<file path="config.mk">
export PLATFORM = sky130hd
export DESIGN_NAME = ladder_address_init
export DESIGN_NICKNAME = d
export VERILOG_FILES = /design/src/inc/ladder_pkg.sv /design/src/logic/ladder_address_init.sv
export SDC_FILE = /design/constraint.sdc
export NUM_CORES = 1
export LEC_CHECK = 0
export CORE_MARGIN = 4
export CORE_UTILIZATION = 45
export DETAILED_ROUTE_END_ITERATION = 8
export DONT_BUFFER_PORTS = 1
export GPL_TIMING_DRIVEN = 1
export PLACE_DENSITY = 0.59
export SLEW_MARGIN = 20
export SYNTH_ARGS = -nofsm -noshare
export SYNTH_HDL_FRONTEND = slang
export SYNTH_SLANG_ARGS = --single-unit
export TNS_END_PERCENT = 50
</file>
<file path="constraint.sdc">
create_clock -name clock -period 2.6 [get_ports clock]
set_clock_uncertainty 0.2 [all_clocks]
set_input_delay 0.52 -clock clock [delete_from_list [all_inputs] [get_ports clock]]
set_output_delay 0.52 -clock clock [all_outputs]
set_load 0.05 [all_outputs]
</file>
<file path="src/inc/ladder_pkg.sv">
// Purpose: shared constants, states and carriers for the ladder address initialisation block
// Assumes: one 250 MHz clock, serial link pins sampled through synchronisers
// Notes: register layout is the 16-bit chain position address word
`default_nettype none
package ladder_pkg;
   localparam int CLOCK_MHZ = 250;
   localparam logic [1:0] ASSIGN_TOP = 2'b11;         // top bits of the first address assign byte
   localparam logic [1:0] LOW_FIXED = 2'b10;          // bits 7:6 of the address word low byte
   localparam logic [7:0] POSITION_REG_IDX = 8'h01;   // offset of chain_position_address
   localparam logic [6:0] GROUP_ADDR_RST = 7'h40;     // group bus address after power-up
   localparam logic [15:0] POSITION_RST = 16'h0080;   // address word before any assignment
   localparam int FINAL_LSB = 8;                      // final_device_address position in the word
   localparam int FINAL_W = 5;
   localparam int OWN_LSB = 1;                        // own address position in the word
   localparam logic [3:0] BYTE_BITS = 4'h8;
   localparam logic [1:0] IDX_ADDR = 2'h0;
   localparam logic [1:0] IDX_REG = 2'h1;
   localparam logic [1:0] IDX_UPPER = 2'h2;
   localparam logic [1:0] IDX_TAIL = 2'h3;

   typedef enum logic [2:0] {
      PH_IDLE = 3'b000,
      PH_RX = 3'b001,
      PH_ACK = 3'b010,
      PH_TX = 3'b011,
      PH_TXACK = 3'b100,
      PH_IGNORE = 3'b101
   } phase_e;

   // raw link pins as they arrive
   typedef struct packed {
      logic scl;
      logic sda;
   } link_in_s;

   // group bus address reprogramming request
   typedef struct packed {
      logic wr;
      logic [6:0] val;
   } group_cfg_s;
endpackage
`default_nettype wire

</file>
<file path="src/logic/ladder_address_init.sv">
// Purpose: address initialisation slave of one device in a daisy-chained monitoring ladder
// Assumes: host master on the serial link; scl/sda are asynchronous and are synchronised here
// Notes: sda is open drain, driven low only; the word is returned low byte first
//
// Overview of operation
// - assign byte has ones in bits 7:6, zero in bit 0, address between, LSB first.
// - on the assign byte the device loads the carried five-bit address.
// - on enumeration the device returns both bytes of its address word at offset one.
// - group bus address is forty hex after power-up.
// - group bus address may change only after the first full initialisation.
// - own address sits in bits five down to one of the low byte, LSB first.
`default_nettype none
module ladder_address_init (
   input wire logic clock,
   input wire logic rst_b,
   input wire ladder_pkg::link_in_s link_in,
   input wire ladder_pkg::group_cfg_s group_cfg,
   output logic sda_o,
   output logic sda_oe,
   output logic [15:0] position_addr,
   output logic address_assigned,
   output logic chain_initialized,
   output logic [6:0] group_addr
);
   import ladder_pkg::*;

   typedef struct packed {
      logic scl_s1;
      logic scl_s2;
      logic scl_s3;
      logic sda_s1;
      logic sda_s2;
      logic sda_s3;
      phase_e phase;
      logic [3:0] bit_cnt;
      logic [7:0] shift;
      logic [1:0] byte_idx;
      logic rd;
      logic hold;
      logic tx_hi;
      logic acked;
      logic assigned;
      logic init_done;
      logic [7:0] reg_ptr;
      logic [6:0] group_addr;
      logic [15:0] addr_reg;
      logic sda_oe;
   } state_s;

   state_s q;
   state_s d;
   logic rise;
   logic fall;
   logic start;
   logic stop;
   logic byte_end;

   // first address assign pattern, shared by the datapath and its checks
   function automatic logic is_assign(input logic [7:0] b);
      return (b[7:6] == ASSIGN_TOP) && !b[0];
   endfunction

   // link events come only from the second and third sync stages
   assign rise = q.scl_s2 & ~q.scl_s3;
   assign fall = ~q.scl_s2 & q.scl_s3;
   assign start = q.scl_s2 & q.scl_s3 & ~q.sda_s2 & q.sda_s3;
   assign stop = q.scl_s2 & q.scl_s3 & q.sda_s2 & ~q.sda_s3;
   assign byte_end = (q.phase == PH_RX) && fall && (q.bit_cnt == BYTE_BITS);

   // next-state logic for the whole block
   always_comb begin
      d = q;
      d.scl_s1 = link_in.scl;
      d.scl_s2 = q.scl_s1;
      d.scl_s3 = q.scl_s2;
      d.sda_s1 = link_in.sda;
      d.sda_s2 = q.sda_s1;
      d.sda_s3 = q.sda_s2;
      // reprogramming before the chain is up would split the ladder's group address
      if (group_cfg.wr && q.init_done) begin
         d.group_addr = group_cfg.val;
      end
      if (start) begin
         d.phase = PH_RX;
         d.bit_cnt = '0;
         d.byte_idx = IDX_ADDR;
         d.rd = 1'b0;
         d.hold = 1'b0;
         d.sda_oe = 1'b0;
      end else if (stop) begin
         d.phase = PH_IDLE;
         d.sda_oe = 1'b0;
      end else begin
         unique case (q.phase)
            PH_IDLE, PH_IGNORE: begin
            end
            PH_RX: begin
               if (rise) begin
                  d.shift = {q.shift[6:0], q.sda_s2};
                  d.bit_cnt = q.bit_cnt + 4'h1;
               end else if (byte_end) begin
                  d.bit_cnt = '0;
                  d.phase = PH_IGNORE; // no acknowledge unless a case below claims the byte
                  unique case (q.byte_idx)
                     IDX_ADDR: begin
                        if (is_assign(q.shift)) begin
                           d.addr_reg[7:0] = {LOW_FIXED, q.shift[5:1], 1'b0};
                           d.assigned = 1'b1;
                           d.hold = 1'b1;
                           d.phase = PH_ACK;
                        end else if (q.assigned && q.shift[7:1] == q.group_addr &&
                                     (!q.shift[0] || q.reg_ptr == POSITION_REG_IDX)) begin
                           d.rd = q.shift[0];
                           d.byte_idx = IDX_REG;
                           d.phase = PH_ACK;
                        end
                     end
                     IDX_REG: begin
                        d.reg_ptr = q.shift;
                        d.byte_idx = IDX_UPPER;
                        if (q.shift == POSITION_REG_IDX) begin
                           d.phase = PH_ACK;
                        end
                     end
                     IDX_UPPER: begin
                        // upper byte carries the final device address of the chain
                        d.addr_reg[15:8] = {3'b000, q.shift[FINAL_W-1:0]};
                        d.init_done = 1'b1;
                        d.byte_idx = IDX_TAIL;
                        d.phase = PH_ACK;
                     end
                     IDX_TAIL: begin
                        d.phase = PH_ACK; // low byte is don't care, check byte not verified
                     end
                  endcase
                  d.sda_oe = (d.phase == PH_ACK);
               end
            end
            PH_ACK: begin
               if (fall) begin
                  d.sda_oe = 1'b0;
                  if (q.rd) begin
                     // enumeration read: low byte first, then upper
                     d.phase = PH_TX;
                     d.tx_hi = 1'b0;
                     d.shift = q.addr_reg[7:0];
                     d.sda_oe = ~q.addr_reg[7];
                  end else begin
                     d.phase = q.hold ? PH_IGNORE : PH_RX;
                  end
               end
            end
            PH_TX: begin
               if (rise) begin
                  d.bit_cnt = q.bit_cnt + 4'h1;
               end else if (fall) begin
                  if (q.bit_cnt == BYTE_BITS) begin
                     d.bit_cnt = '0;
                     d.sda_oe = 1'b0;
                     d.phase = PH_TXACK;
                  end else begin
                     d.shift = {q.shift[6:0], 1'b0};
                     d.sda_oe = ~q.shift[6];
                  end
               end
            end
            PH_TXACK: begin
               if (rise) begin
                  d.acked = ~q.sda_s2;
               end else if (fall) begin
                  if (q.acked && !q.tx_hi) begin
                     d.tx_hi = 1'b1;
                     d.shift = q.addr_reg[15:8];
                     d.sda_oe = ~q.addr_reg[15];
                     d.phase = PH_TX;
                  end else begin
                     d.phase = PH_IGNORE; // host nack, or the end of the upper byte, ends the read
                  end
               end
            end
            default: begin
               d.phase = PH_IDLE;
            end
         endcase
      end
   end

   // single state register; sync stages restart idle-high on reset
   always_ff @(posedge clock) begin
      if (!rst_b) begin
         q <= '0;
         q.scl_s1 <= 1'b1;
         q.scl_s2 <= 1'b1;
         q.scl_s3 <= 1'b1;
         q.sda_s1 <= 1'b1;
         q.sda_s2 <= 1'b1;
         q.sda_s3 <= 1'b1;
         q.phase <= PH_IDLE;
         q.group_addr <= GROUP_ADDR_RST;
         q.addr_reg <= POSITION_RST;
      end else begin
         q <= d;
      end
   end

   // outputs straight from the state register, except sda_o which is tied low
   assign sda_o = 1'b0;
   assign sda_oe = q.sda_oe;
   assign position_addr = q.addr_reg;
   assign address_assigned = q.assigned;
   assign chain_initialized = q.init_done;
   assign group_addr = q.group_addr;
endmodule
`default_nettype wire

</file>
======== After elaboration in Yosys (flattened, before gate mapping) ========
Cells that the tools add are included.
word-level totals
  flip-flop bits (word level) ............. 55
  bits of input ports ..................... 12
  output and inout bits ................... 27
  word-level logic and storage cells ...... 180
operators by class
  add/subtract/negate cells ............... 1
  equal/unequal tests ..................... 40
  muxes and demuxes ....................... 66
  bitwise logic cells ..................... 18
  reductions and logical operators ........ 33
operators with widths
  cell                  count
  $mux W8               9
  $mux W3               18
  $ne A4 B4 Y1 const B  8
  $pmux W8 S4           1
  $mux W10              3
  $mux W28              1
  $ne A2 B2 Y1 const B  14
  $reduce_and A9 Y1     3
  $reduce_and A7 Y1     3
  $mux W4               5
  $mux W1               18
  $reduce_and A6 Y1     3
  $eq A8 B1 Y1 const B  2
  $mux W15              1
  $pmux W3 S5           1
  $mux W7               2
  $ne A3 B3 Y1 const B  4
  $reduce_and A12 Y1    1
  $not A1 Y1            11
  $eq A3 B2 Y1 const B  3
  $pmux W3 S3           1
  $pmux W4 S2           1
  $reduce_and A8 Y1     1
  $and A1 B1 Y1         7
  24 further kinds      37

======== Longest topological paths before layout ========
Gate-level depths: netlist of the first run.
  depth in word-level cells ............... 16
  mapped depth ............................ 10

======== Worst setup path after synthesis of the first run ========
Ideal clock, no wire load.
  path type ............................... register to register
  start ................................... reg q[58] in the netlist's numbering
  end ..................................... reg q[45] in the netlist's numbering
  library setup time ...................... 116 ps
  arrival time ............................ 1956 ps
  slack ................................... 327 ps
  stages on the path, launching flop included .. 10
  clock period less this slack ............ 2273 ps
  cells stage by stage .................... dfxtp_1 > inv_1 > ha_1 > buf_2 > a21bo_1 > a211o_2 > a211oi_2 > buf_2 > nand2_1 > o211a_1
on the way
  longest elaborated chain between the ends .. 5
  elaborated cells on any way between the ends .. 17
  those cells by class .................... 6 x eq/ne; 10 x bitwise; 1 x reduce/logical
RTL lines
  element                                               RTL line                                              RTL
  from (decl)                                           ladder_address_init.sv:50                             state_s q;
  $and A1 B1 Y1                                         ladder_address_init.sv:66, ladder_address_init.sv:67
  $and A1 B1 Y1, on equally long branches (2 in a row)  ladder_address_init.sv:66, ladder_address_init.sv:67
  $not A1 Y1 (no line)                                  --
  $reduce_and A12 Y1 (no line) *                        --
Mark *: on every way between the ends. The rest lies on a longest branch, timed or not.
A chain may end at the register's enable or synchronous reset.

======== Worst setup path after layout of the first run ========
  start ................................... reg q (netlist bit d[58])
  end ..................................... reg q (netlist bit sda_oe)
on the way
  longest elaborated chain between the ends .. 6
  elaborated cells on any way between the ends .. 19
  those cells by class .................... 7 x eq/ne; 8 x bitwise; 4 x reduce/logical
RTL lines
  element                           RTL line                   RTL
  $not A1 Y1                        ladder_address_init.sv:65  assign fall = ~q.scl_s2 & q.scl_s3;
  $and A1 B1 Y1                     ladder_address_init.sv:65
  $logic_and A1 B1 Y1 (2 in a row)  ladder_address_init.sv:68  assign byte_end = (q.phase == PH_RX) && fall && (q.bit_cnt == BYTE_BITS);
  $ne A2 B2 Y1 (no line)            --
  $reduce_and A9 Y1 (no line)       --
Parallel ways exist; a longest one is shown, timed or not.

==> impl_metrics.prom, run 1 <==
# TYPE chip_impl_metric gauge
chip_impl_metric{name="io_pins",unit=""} 39
chip_impl_metric{name="fin_util",unit=""} 0.482
chip_impl_metric{name="core_region_area",unit="um^2"} 6790
chip_impl_metric{name="first_global_vias",unit=""} 2315
chip_impl_metric{name="worst-endpoint-arrival",unit="ns"} 2.42
chip_impl_metric{name="max_clock_freq",unit="GHz"} 0.423
chip_impl_metric{name="synth.cell_area",unit="um^2"} 3160
chip_impl_metric{name="hold_buffers",unit=""} 0
chip_impl_metric{name="place_congestion",unit=""} 0.903
chip_impl_metric{name="drc",unit=""} 0
chip_impl_metric{name="synth_enable_flop_cells",unit=""} 0
chip_impl_metric{name="grt_antenna_before_repair",unit=""} 0
chip_impl_metric{name="wirelength",unit="um"} 6760
chip_impl_info{name="grt_setup_unrepaired",value="false"} 1
chip_impl_metric{name="initial_core_util",unit=""} 0.464
chip_impl_info{name="synth-main-ff-cell",value="dfxtp_1"} 1
chip_impl_metric{name="row_count",unit=""} 30
chip_impl_metric{name="synth.top_cell.area_share",unit=""} 0.349
chip_impl_metric{name="hold_viol",unit=""} 0
chip_impl_metric{name="via_per_inst",unit=""} 5.36
chip_impl_metric{name="place_hpwl",unit="um"} 5000
chip_impl_metric{name="die_x",unit="um"} 91.7
chip_impl_metric{name="final_period_minus_worst_setup_slack",unit="ns"} 2.36
chip_impl_metric{name="synth_warnings",unit=""} 0
chip_impl_metric{name="setup-tns-final",unit="ns"} 0
chip_impl_info{name="hp-class",value="input port to register"} 1
chip_impl_metric{name="seq_area_frac_synth",unit=""} 0.349
chip_impl_metric{name="met3_length",unit="um"} 408
chip_impl_info{name="setup.worst_path.end_class",value="register"} 1
chip_impl_info{name="routed.top_layer",value="met4"} 1
chip_impl_metric{name="ffs_latches_synth",unit=""} 55
chip_impl_metric{name="timing.slew.headroom",unit=""} 0.615
chip_impl_metric{name="post_synth.cell_area_avg",unit="um^2"} 8.91
chip_impl_metric{name="global_route.overflow_total",unit=""} 0
chip_impl_metric{name="detailed_place.area",unit="um^2"} 3170
chip_impl_metric{name="dr.pass1.iters",unit=""} 4
chip_impl_info{name="cp_cell_sequence",value="inv_1 > ha_1 > a21bo_1 > a211o_2 > a22o_1 > or4_1 > a21oi_1"} 1
chip_impl_info{name="cell_types_occupying_the_most_area_after_synthesis",value="dfxtp_1 35%, mux2i_1 6.0%, buf_4 5.9%, nor2b_1 4.8%, ha_1 4.4%"} 1
chip_impl_metric{name="drive_above_1_share",unit=""} 0.137
chip_impl_metric{name="detailedPlace.worstSlack",unit="ns"} 0.268
chip_impl_metric{name="cts_htree_levels",unit=""} 2
chip_impl_metric{name="cellInternalPower",unit="mW"} 1.13
chip_impl_metric{name="wirelength_met1",unit="um"} 3000
chip_impl_metric{name="final_antenna_net_count",unit=""} 0
chip_impl_info{name="critical_path_class",value="register to register"} 1
chip_impl_metric{name="cts_inserted_buffers",unit=""} 5
chip_impl_metric{name="synthArstFlopShare",unit=""} 0
chip_impl_metric{name="power.total",unit="mW"} 1.52
chip_impl_metric{name="flow.area_growth_from_synthesis",unit="%"} 3.69
chip_impl_metric{name="postCtsSetupBuffers",unit=""} 0
chip_impl_info{name="root_buffer_master",value="clkbuf_8"} 1
chip_impl_metric{name="die_y",unit="um"} 91.7
chip_impl_metric{name="finish.net_count",unit=""} 366
chip_impl_metric{name="floorplan.die_area",unit="um^2"} 8420
chip_impl_metric{name="final_min_period_over_clock_period",unit=""} 0.910
chip_impl_metric{name="powerDensity",unit="nW/um^2"} 464
chip_impl_metric{name="yosys.cell_types.count",unit=""} 66
chip_impl_info{name="synth.largest_area_cell",value="dfxtp_1"} 1
chip_impl_metric{name="synthCells",unit=""} 354
chip_impl_metric{name="fill_cells",unit=""} 663
chip_impl_info{name="tritoncts_clock_tree",value="done"} 1
chip_impl_metric{name="power.combinational.fraction",unit=""} 0.086
chip_impl_info{name="crit_path_top_delay_cell",value="or4_1"} 1
chip_impl_metric{name="timing_max_transition_violations_final",unit=""} 0
chip_impl_metric{name="drt_iter0_markers",unit=""} 185
chip_impl_metric{name="finalSetupViolCount",unit=""} 0
chip_impl_metric{name="overall_via_count_from_detail_route",unit=""} 2357
chip_impl_metric{name="timing.critical_path.required",unit="ns"} 2.65
chip_impl_metric{name="tritoncts_num_sinks",unit=""} 55
chip_impl_metric{name="grt_first_pass_wirelength",unit="um"} 11400
chip_impl_metric{name="clk_transition_reported_paths",unit="ns"} 0.10
chip_impl_metric{name="routed_wire_length_per_instance",unit="um"} 15.4
chip_impl_metric{name="grtUsageTotal",unit=""} 0.166
chip_impl_info{name="worstSetupStartpointType",value="register"} 1
chip_impl_metric{name="clock_path_buffers",unit=""} 2
chip_impl_metric{name="worst_slew_pin_slew",unit="ns"} 0.576
chip_impl_metric{name="power_switching",unit="mW"} 0.391
chip_impl_metric{name="timing.critical_path.slowest_cell_delay",unit="ns"} 0.46
chip_impl_metric{name="clkLatencyLatePin",unit="ns"} 0.32
chip_impl_metric{name="max_capacitance_violation_total",unit=""} 0
chip_impl_metric{name="p_seq_frac",unit=""} 0.575
chip_impl_metric{name="grt_max_degree",unit=""} 48
chip_impl_metric{name="max-vdd-ir-drop",unit="mV"} 0.302
chip_impl_metric{name="finalWorstSetupSlack",unit="ns"} 0.235
chip_impl_metric{name="power.leakage",unit="nW"} 1.38
chip_impl_metric{name="antenna_cells_inserted",unit=""} 0
chip_impl_metric{name="clkPwrFrac",unit=""} 0.339
chip_impl_metric{name="swShare",unit=""} 0.258
chip_impl_metric{name="met2WireLength",unit="um"} 3280
chip_impl_metric{name="port-buffer-count",unit=""} 0
chip_impl_metric{name="fin_area",unit="um^2"} 3270
chip_impl_info{name="run_status",value="finished clean"} 1
chip_impl_metric{name="number_of_gates_resized_after_cts",unit=""} 0
chip_impl_metric{name="timing.critical_path.fanout_max",unit=""} 7
power groups by stage:
| stage | clock network [mW] | registers (mW) | logic [mW] |
|---|---|---|---|
| after floorplan | 0 | 0.882 | 0.128 |
| after global placement | 0 | 0.891 | 0.130 |
| after detailed placement | 0 | 0.891 | 0.131 |
| after CTS | 0.525 | 0.872 | 0.132 |
| after global routing | 0.558 | 0.874 | 0.144 |
| final | 0.514 | 0.871 | 0.131 |
critical path, delay by kind of cell (launching register included):
family	cells	cell delay [ns]
buffers and inverters	1	0.08
flip-flops	1	0.35
adder cells (fa/ha/maj)	1	0.28
AND/OR/NAND/NOR	1	0.46
AO/OA/AOI/OAI	4	0.94
metal layers:
layer,vias up,global-route usage
li1,1188,-
met1,1101,0.205
met2,62,0.292
met3,6,0.0345
met4,0,0.0495
met5,-,0
cell usage after synthesis (all sizes together), types with 6 or more instances:
cell type and instances:
dfxtp 55, nand2 34, buf 32, nor2b 24, mux2i 19, nand3 17
clkbuf 13, inv 13, nor2 13, a21oi 11, ha 11, nand2b 9
o211a 8, o21ai 8, a21boi 7, a31oi 6
cells in the final DEF, fill, tap and decap left out, types with 5 or more instances in the layout:
cell type / instances
buf_4: 22
a22oi_1: 5
conb_1: 7
ha_1: 11
mux2i_1: 19
o21ai_0: 7
dfxtp_1: 55
nand3_1: 16
inv_1: 13
nor2b_1: 24
nand2_1: 34
a31oi_1: 6
o211a_1: 8
nand2b_1: 9
nor2_1: 13
a21boi_0: 7
clkbuf_8: 6
a21oi_1: 11
final cells by class:
type	instances	area, um^2	area share
Inverter	13	48.8	0.0149
Multi-Input combinational cell	246	1740	0.531
Clock buffer	6	82.6	0.0252
Clock inverter	2	16.3	0.00497
Sequential cell	55	1100	0.337
Tap cell	96	120	0.0367
Timing Repair Buffer	22	165	0.0505
state kept, by name, summed over array words and instances, names as in the netlist:
register / count
group_addr: 7
sda_oe: 1
position_addr: 10
q: 31
d: 4
chain_initialized: 1
address_assigned: 1
final timing paths:
check                           start      to  cells past startpoint  slack [ns]
worst max-delay path            d[58]  sda_oe                      7        0.24
worst max register to register  d[58]  sda_oe                      7        0.24
worst min register to register  d[56]   d[55]                      1        0.22
worst min-delay path            rst_b   d[56]                      1        0.07
cells by family (layout without fill, tap and decap cells):
group | count (synthesis) | after routing | share of synthesized area
flip-flops | 55 | 55 | 0.349
multiplexers | 19 | 19 | 0.0603
other | 2 | 7 | 0.00238
XOR/XNOR | 8 | 8 | 0.0246
adder cells (fa/ha/maj) | 11 | 11 | 0.0436
AO/OA/AOI/OAI | 71 | 71 | 0.171
buffers and inverters | 58 | 43 | 0.106
AND/OR/NAND/NOR | 130 | 130 | 0.243
stage by stage:
stage | std cells | hold WS (ns)
final | 440 | 0.0683
after global routing | 440 | 0.0659
after CTS | 440 | 0.0670
after detailed placement | 432 | 0.196
after global placement | 432 | 0.196
after floorplan | 359 | 0.186
Power figures use the tool's default switching activity.
==> run 2: changes to the inputs <==
--- a/config.mk
+++ b/config.mk
@@ -5,6 +5,7 @@
 export SDC_FILE = /design/constraint.sdc
 export NUM_CORES = 1
 export LEC_CHECK = 0
+export ABC_AREA = 1
 export CORE_MARGIN = 4
 export CORE_UTILIZATION = 45
 export DETAILED_ROUTE_END_ITERATION = 8
==> run 2 against run 1 <==
  * Global-route usage increased by 0.40 points
  * Critical path depth up 2
  * Core utilization up 0.37 points
  * Final area is 3.7% lower
  * Register-to-register slack gained 0.20 ns
  * Combinational power rose to 4.6 times the previous value
  * Flip-flop and latch count unchanged
  * Worst hold slack better by 0.020 ns
  * Wire length is 1.8% higher
  * Sequential power grew 18%
  * Critical endpoint is now position_addr[9]
  * Count of clock-buffer cells in the layout fell by 1
  * Via count is 6.6% higher
==> impl_metrics.prom, run 2 <==
# TYPE chip_impl_metric gauge
chip_impl_info{name="run_status",value="finished clean"} 1
chip_impl_metric{name="port-buffer-count",unit=""} 0
chip_impl_metric{name="timing.hold.worst_path_depth",unit=""} 1
chip_impl_info{name="path_delay_family",value="simple AND/OR/NAND/NOR gates"} 1
chip_impl_metric{name="timing.critical_path.buf_inv",unit=""} 2
chip_impl_info{name="timing.rr.start",value="q[48]"} 1
chip_impl_metric{name="synthArstFlopShare",unit=""} 0
chip_impl_metric{name="die_x",unit="um"} 90.9
chip_impl_info{name="grt_most_used_layer",value="met2"} 1
chip_impl_metric{name="powerDensity",unit="nW/um^2"} 708
chip_impl_metric{name="timing_max_transition_violations_final",unit=""} 0
chip_impl_info{name="critical_path_class",value="register to register"} 1
chip_impl_metric{name="drc",unit=""} 0
chip_impl_metric{name="row_count",unit=""} 29
chip_impl_metric{name="setup-tns-final",unit="ns"} 0
chip_impl_metric{name="ffs_latches_synth",unit=""} 55
chip_impl_info{name="synth_commonest_cells",value="71 x nand2_1, 62 x inv_1, 55 x dfxtp_1"} 1
chip_impl_metric{name="floorplan.die_area",unit="um^2"} 8250
chip_impl_metric{name="final_min_period_over_clock_period",unit=""} 0.834
chip_impl_metric{name="max-vdd-ir-drop",unit="mV"} 0.255
chip_impl_info{name="hp-class",value="input port to register"} 1
chip_impl_metric{name="die_y",unit="um"} 90.9
chip_impl_metric{name="max_clock_freq",unit="GHz"} 0.461
chip_impl_info{name="tritoncts_clock_tree",value="done"} 1
chip_impl_metric{name="grt_antenna_before_repair",unit=""} 0
chip_impl_metric{name="clk_transition_reported_paths",unit="ns"} 0.11
chip_impl_metric{name="first_global_vias",unit=""} 2363
chip_impl_metric{name="overall_via_count_from_detail_route",unit=""} 2512
chip_impl_metric{name="max_capacitance_violation_total",unit=""} 0
chip_impl_metric{name="met2_usage",unit=""} 0.243
chip_impl_info{name="synth-main-ff-cell",value="dfxtp_1"} 1
chip_impl_metric{name="timing.slew.headroom",unit=""} 0.648
chip_impl_metric{name="drt_iter0_markers",unit=""} 131
chip_impl_metric{name="finish.net_count",unit=""} 433
chip_impl_metric{name="synth_enable_flop_cells",unit=""} 0
chip_impl_metric{name="hold_buffers",unit=""} 0
chip_impl_metric{name="clkLatencyLatePin",unit="ns"} 0.32
chip_impl_metric{name="synthCells",unit=""} 421
chip_impl_metric{name="final_antenna_net_count",unit=""} 0
chip_impl_info{name="cp_cell_sequence",value="inv_1 > ha_1 > nand3_1 > inv_1 > nand2_1 > nor3_4 > nand2_1 > o21ai_0 > a21oi_1"} 1
chip_impl_info{name="cell_types_occupying_the_most_area_after_synthesis",value="dfxtp_1 36%, nand2_1 8.6%, a21oi_1 7.8%, inv_1 7.5%, buf_4 5.8%"} 1
chip_impl_info{name="crit_path_top_delay_cell",value="dfxtp_1"} 1
chip_impl_metric{name="power.combinational.fraction",unit=""} 0.270
chip_impl_metric{name="worst_slew_pin_slew",unit="ns"} 0.527
chip_impl_info{name="worstSetupStartpointType",value="register"} 1
chip_impl_metric{name="place_hpwl",unit="um"} 5080
chip_impl_metric{name="clkPwrFrac",unit=""} 0.268
chip_impl_metric{name="grtUsageTotal",unit=""} 0.170
chip_impl_metric{name="grt_util_met3",unit=""} 0.0500
chip_impl_metric{name="tritoncts_num_sinks",unit=""} 55
chip_impl_metric{name="cts_inserted_buffers",unit=""} 5
chip_impl_metric{name="cellInternalPower",unit="mW"} 1.40
chip_impl_info{name="hp-start",value="rst_b"} 1
chip_impl_metric{name="power.total",unit="mW"} 2.23
chip_impl_metric{name="synth_warnings",unit=""} 0
chip_impl_metric{name="p_seq_frac",unit=""} 0.462
chip_impl_metric{name="dr.pass1.iters",unit=""} 5
chip_impl_info{name="mostFrequentLayoutCell",value="nand2_1"} 1
chip_impl_metric{name="initial_core_util",unit=""} 0.476
chip_impl_metric{name="clock_path_buffers",unit=""} 2
chip_impl_info{name="worst_hold_path.endpoint",value="q[55]"} 1
chip_impl_metric{name="largest_reg_flops",unit=""} 31
chip_impl_info{name="most_frequent_cells_in_the_layout",value="71 x nand2_1, 62 x inv_1, 55 x dfxtp_1, 48 x a21oi_1, 33 x o21ai_0"} 1
chip_impl_metric{name="timing.critical_path.fanout_max",unit=""} 11
chip_impl_metric{name="post_synth.cell_area_avg",unit="um^2"} 7.34
chip_impl_metric{name="fin_area",unit="um^2"} 3150
chip_impl_metric{name="grt_use_met1",unit=""} 0.239
chip_impl_metric{name="place_congestion",unit=""} 0.891
chip_impl_metric{name="final_cells",unit=""} 488
chip_impl_metric{name="seq_area_frac_synth",unit=""} 0.356
chip_impl_metric{name="drive_above_1_share",unit=""} 0.139
chip_impl_metric{name="fin_util",unit=""} 0.485
chip_impl_metric{name="swShare",unit=""} 0.374
chip_impl_metric{name="synth.top_cell.area_share",unit=""} 0.356
chip_impl_metric{name="worst-endpoint-arrival",unit="ns"} 2.18
chip_impl_metric{name="finalSetupViolCount",unit=""} 0
chip_impl_metric{name="post-place-cells",unit=""} 480
chip_impl_metric{name="final_period_minus_worst_setup_slack",unit="ns"} 2.17
chip_impl_info{name="worstReg2RegEnd",value="position_addr[9]"} 1
chip_impl_metric{name="timing.critical_path.required",unit="ns"} 2.61
chip_impl_metric{name="via_per_inst",unit=""} 5.15
chip_impl_metric{name="global_route.overflow_total",unit=""} 0
chip_impl_metric{name="synth.cell_area",unit="um^2"} 3090
chip_impl_metric{name="power_switching",unit="mW"} 0.834
chip_impl_metric{name="timing.critical_path.slowest_cell_delay",unit="ns"} 0.34
chip_impl_metric{name="grt_first_pass_wirelength",unit="um"} 11500
chip_impl_metric{name="power.leakage",unit="nW"} 1.38
chip_impl_metric{name="routed_wire_length_per_instance",unit="um"} 14.1
chip_impl_metric{name="detailed_place.area",unit="um^2"} 3040
chip_impl_info{name="setup.worst_path.end_class",value="register"} 1
chip_impl_metric{name="wirelength",unit="um"} 6880
chip_impl_metric{name="io_pins",unit=""} 39
chip_impl_metric{name="postCtsSetupBuffers",unit=""} 0
chip_impl_metric{name="flow.area_growth_from_synthesis",unit="%"} 2.03
chip_impl_metric{name="worst-r2r-setup-slack",unit="ns"} 0.43
chip_impl_metric{name="yosys.cell_types.count",unit=""} 37
chip_impl_info{name="synth_most_common_cell",value="nand2_1"} 1
chip_impl_metric{name="grt_max_degree",unit=""} 35
chip_impl_metric{name="cts_htree_levels",unit=""} 2
chip_impl_info{name="largest-register",value="q"} 1
chip_impl_info{name="grt_setup_unrepaired",value="false"} 1
chip_impl_metric{name="core_region_area",unit="um^2"} 6490
chip_impl_info{name="root_buffer_master",value="clkbuf_8"} 1
chip_impl_info{name="synth.largest_area_cell",value="dfxtp_1"} 1
chip_impl_metric{name="number_of_gates_resized_after_cts",unit=""} 0
chip_impl_metric{name="antenna_cells_inserted",unit=""} 0
chip_impl_metric{name="hold_viol",unit=""} 0
chip_impl_metric{name="worst_r2r_path_depth",unit=""} 9
[run 2: changes by cell type in the layout (fill, tap and decap cells not counted), sizes merged, moves of 19 or more]
cell   change
a21oi     +37
inv       +59
mux2i     -19
nand2     +46
nor2b     -24
o21ai     +35
[run 2: worst reg2reg max path: stages, from the launching register on]
cell and delay, ns:
dfxtp_1 0.34, inv_1 0.10, ha_1 0.15, nand3_1 0.15
inv_1 0.11, nand2_1 0.12, nor3_4 0.26, nand2_1 0.32
o21ai_0 0.27, a21oi_1 0.06
[run 2: worst max path at each step]
stage / startpoint / endpoint / cells past startpoint
6_report: q[48] / position_addr[9] / 9
5_1_grt: q[48] / position_addr[9] / 9
4_1_cts: q[48] / position_addr[9] / 9
3_5_place_dp: q[48] / position_addr[9] / 9
3_3_place_gp: q[48] / position_addr[8] / 9
2_1_floorplan: address_assigned / q[37] / 8
[run 2: per-layer routing]
metal	routed length [um]	part of all wire
met3	486	0.071
met5	0	0
met2	2890	0.42
met1	3380	0.49
met4	120	0.017
[run 2: logic make-up after synthesis]
family,synth area share
adder cells (fa/ha/maj),0.0446
other,0.00243
AO/OA/AOI/OAI,0.193
XOR/XNOR,0.00284
flip-flops,0.356
AND/OR/NAND/NOR,0.235
buffers and inverters,0.166
[run 2: final cells by class]
class                      count  area, um^2
fill                         664        3340
timing repair buffer          10        75.1
clock buffer                   5        68.8
multi-input combinational    267        1490
inverter                      71         269
clock inverter                 3        47.5
sequential                    55        1100
tap                           77        96.3
[run 2: power groups by stage]
stage | sequential (mW) | combinational, mW | clock (mW)
2_1_floorplan | 1.00 | 0.518 | 0
3_3_place_gp | 1.05 | 0.586 | 0
3_5_place_dp | 1.05 | 0.591 | 0
4_1_cts | 1.03 | 0.596 | 0.613
5_1_grt | 1.04 | 0.676 | 0.643
6_report | 1.03 | 0.602 | 0.599
[run 2: stage by stage]
step | hold slack, ns | worst slack [ns]
finish | 0.0881 | 0.431
CTS | 0.0679 | 0.433
floorplan | 0.193 | 0.775
global route | 0.0684 | 0.220
global placement | 0.200 | 0.498
detailed placement | 0.198 | 0.436
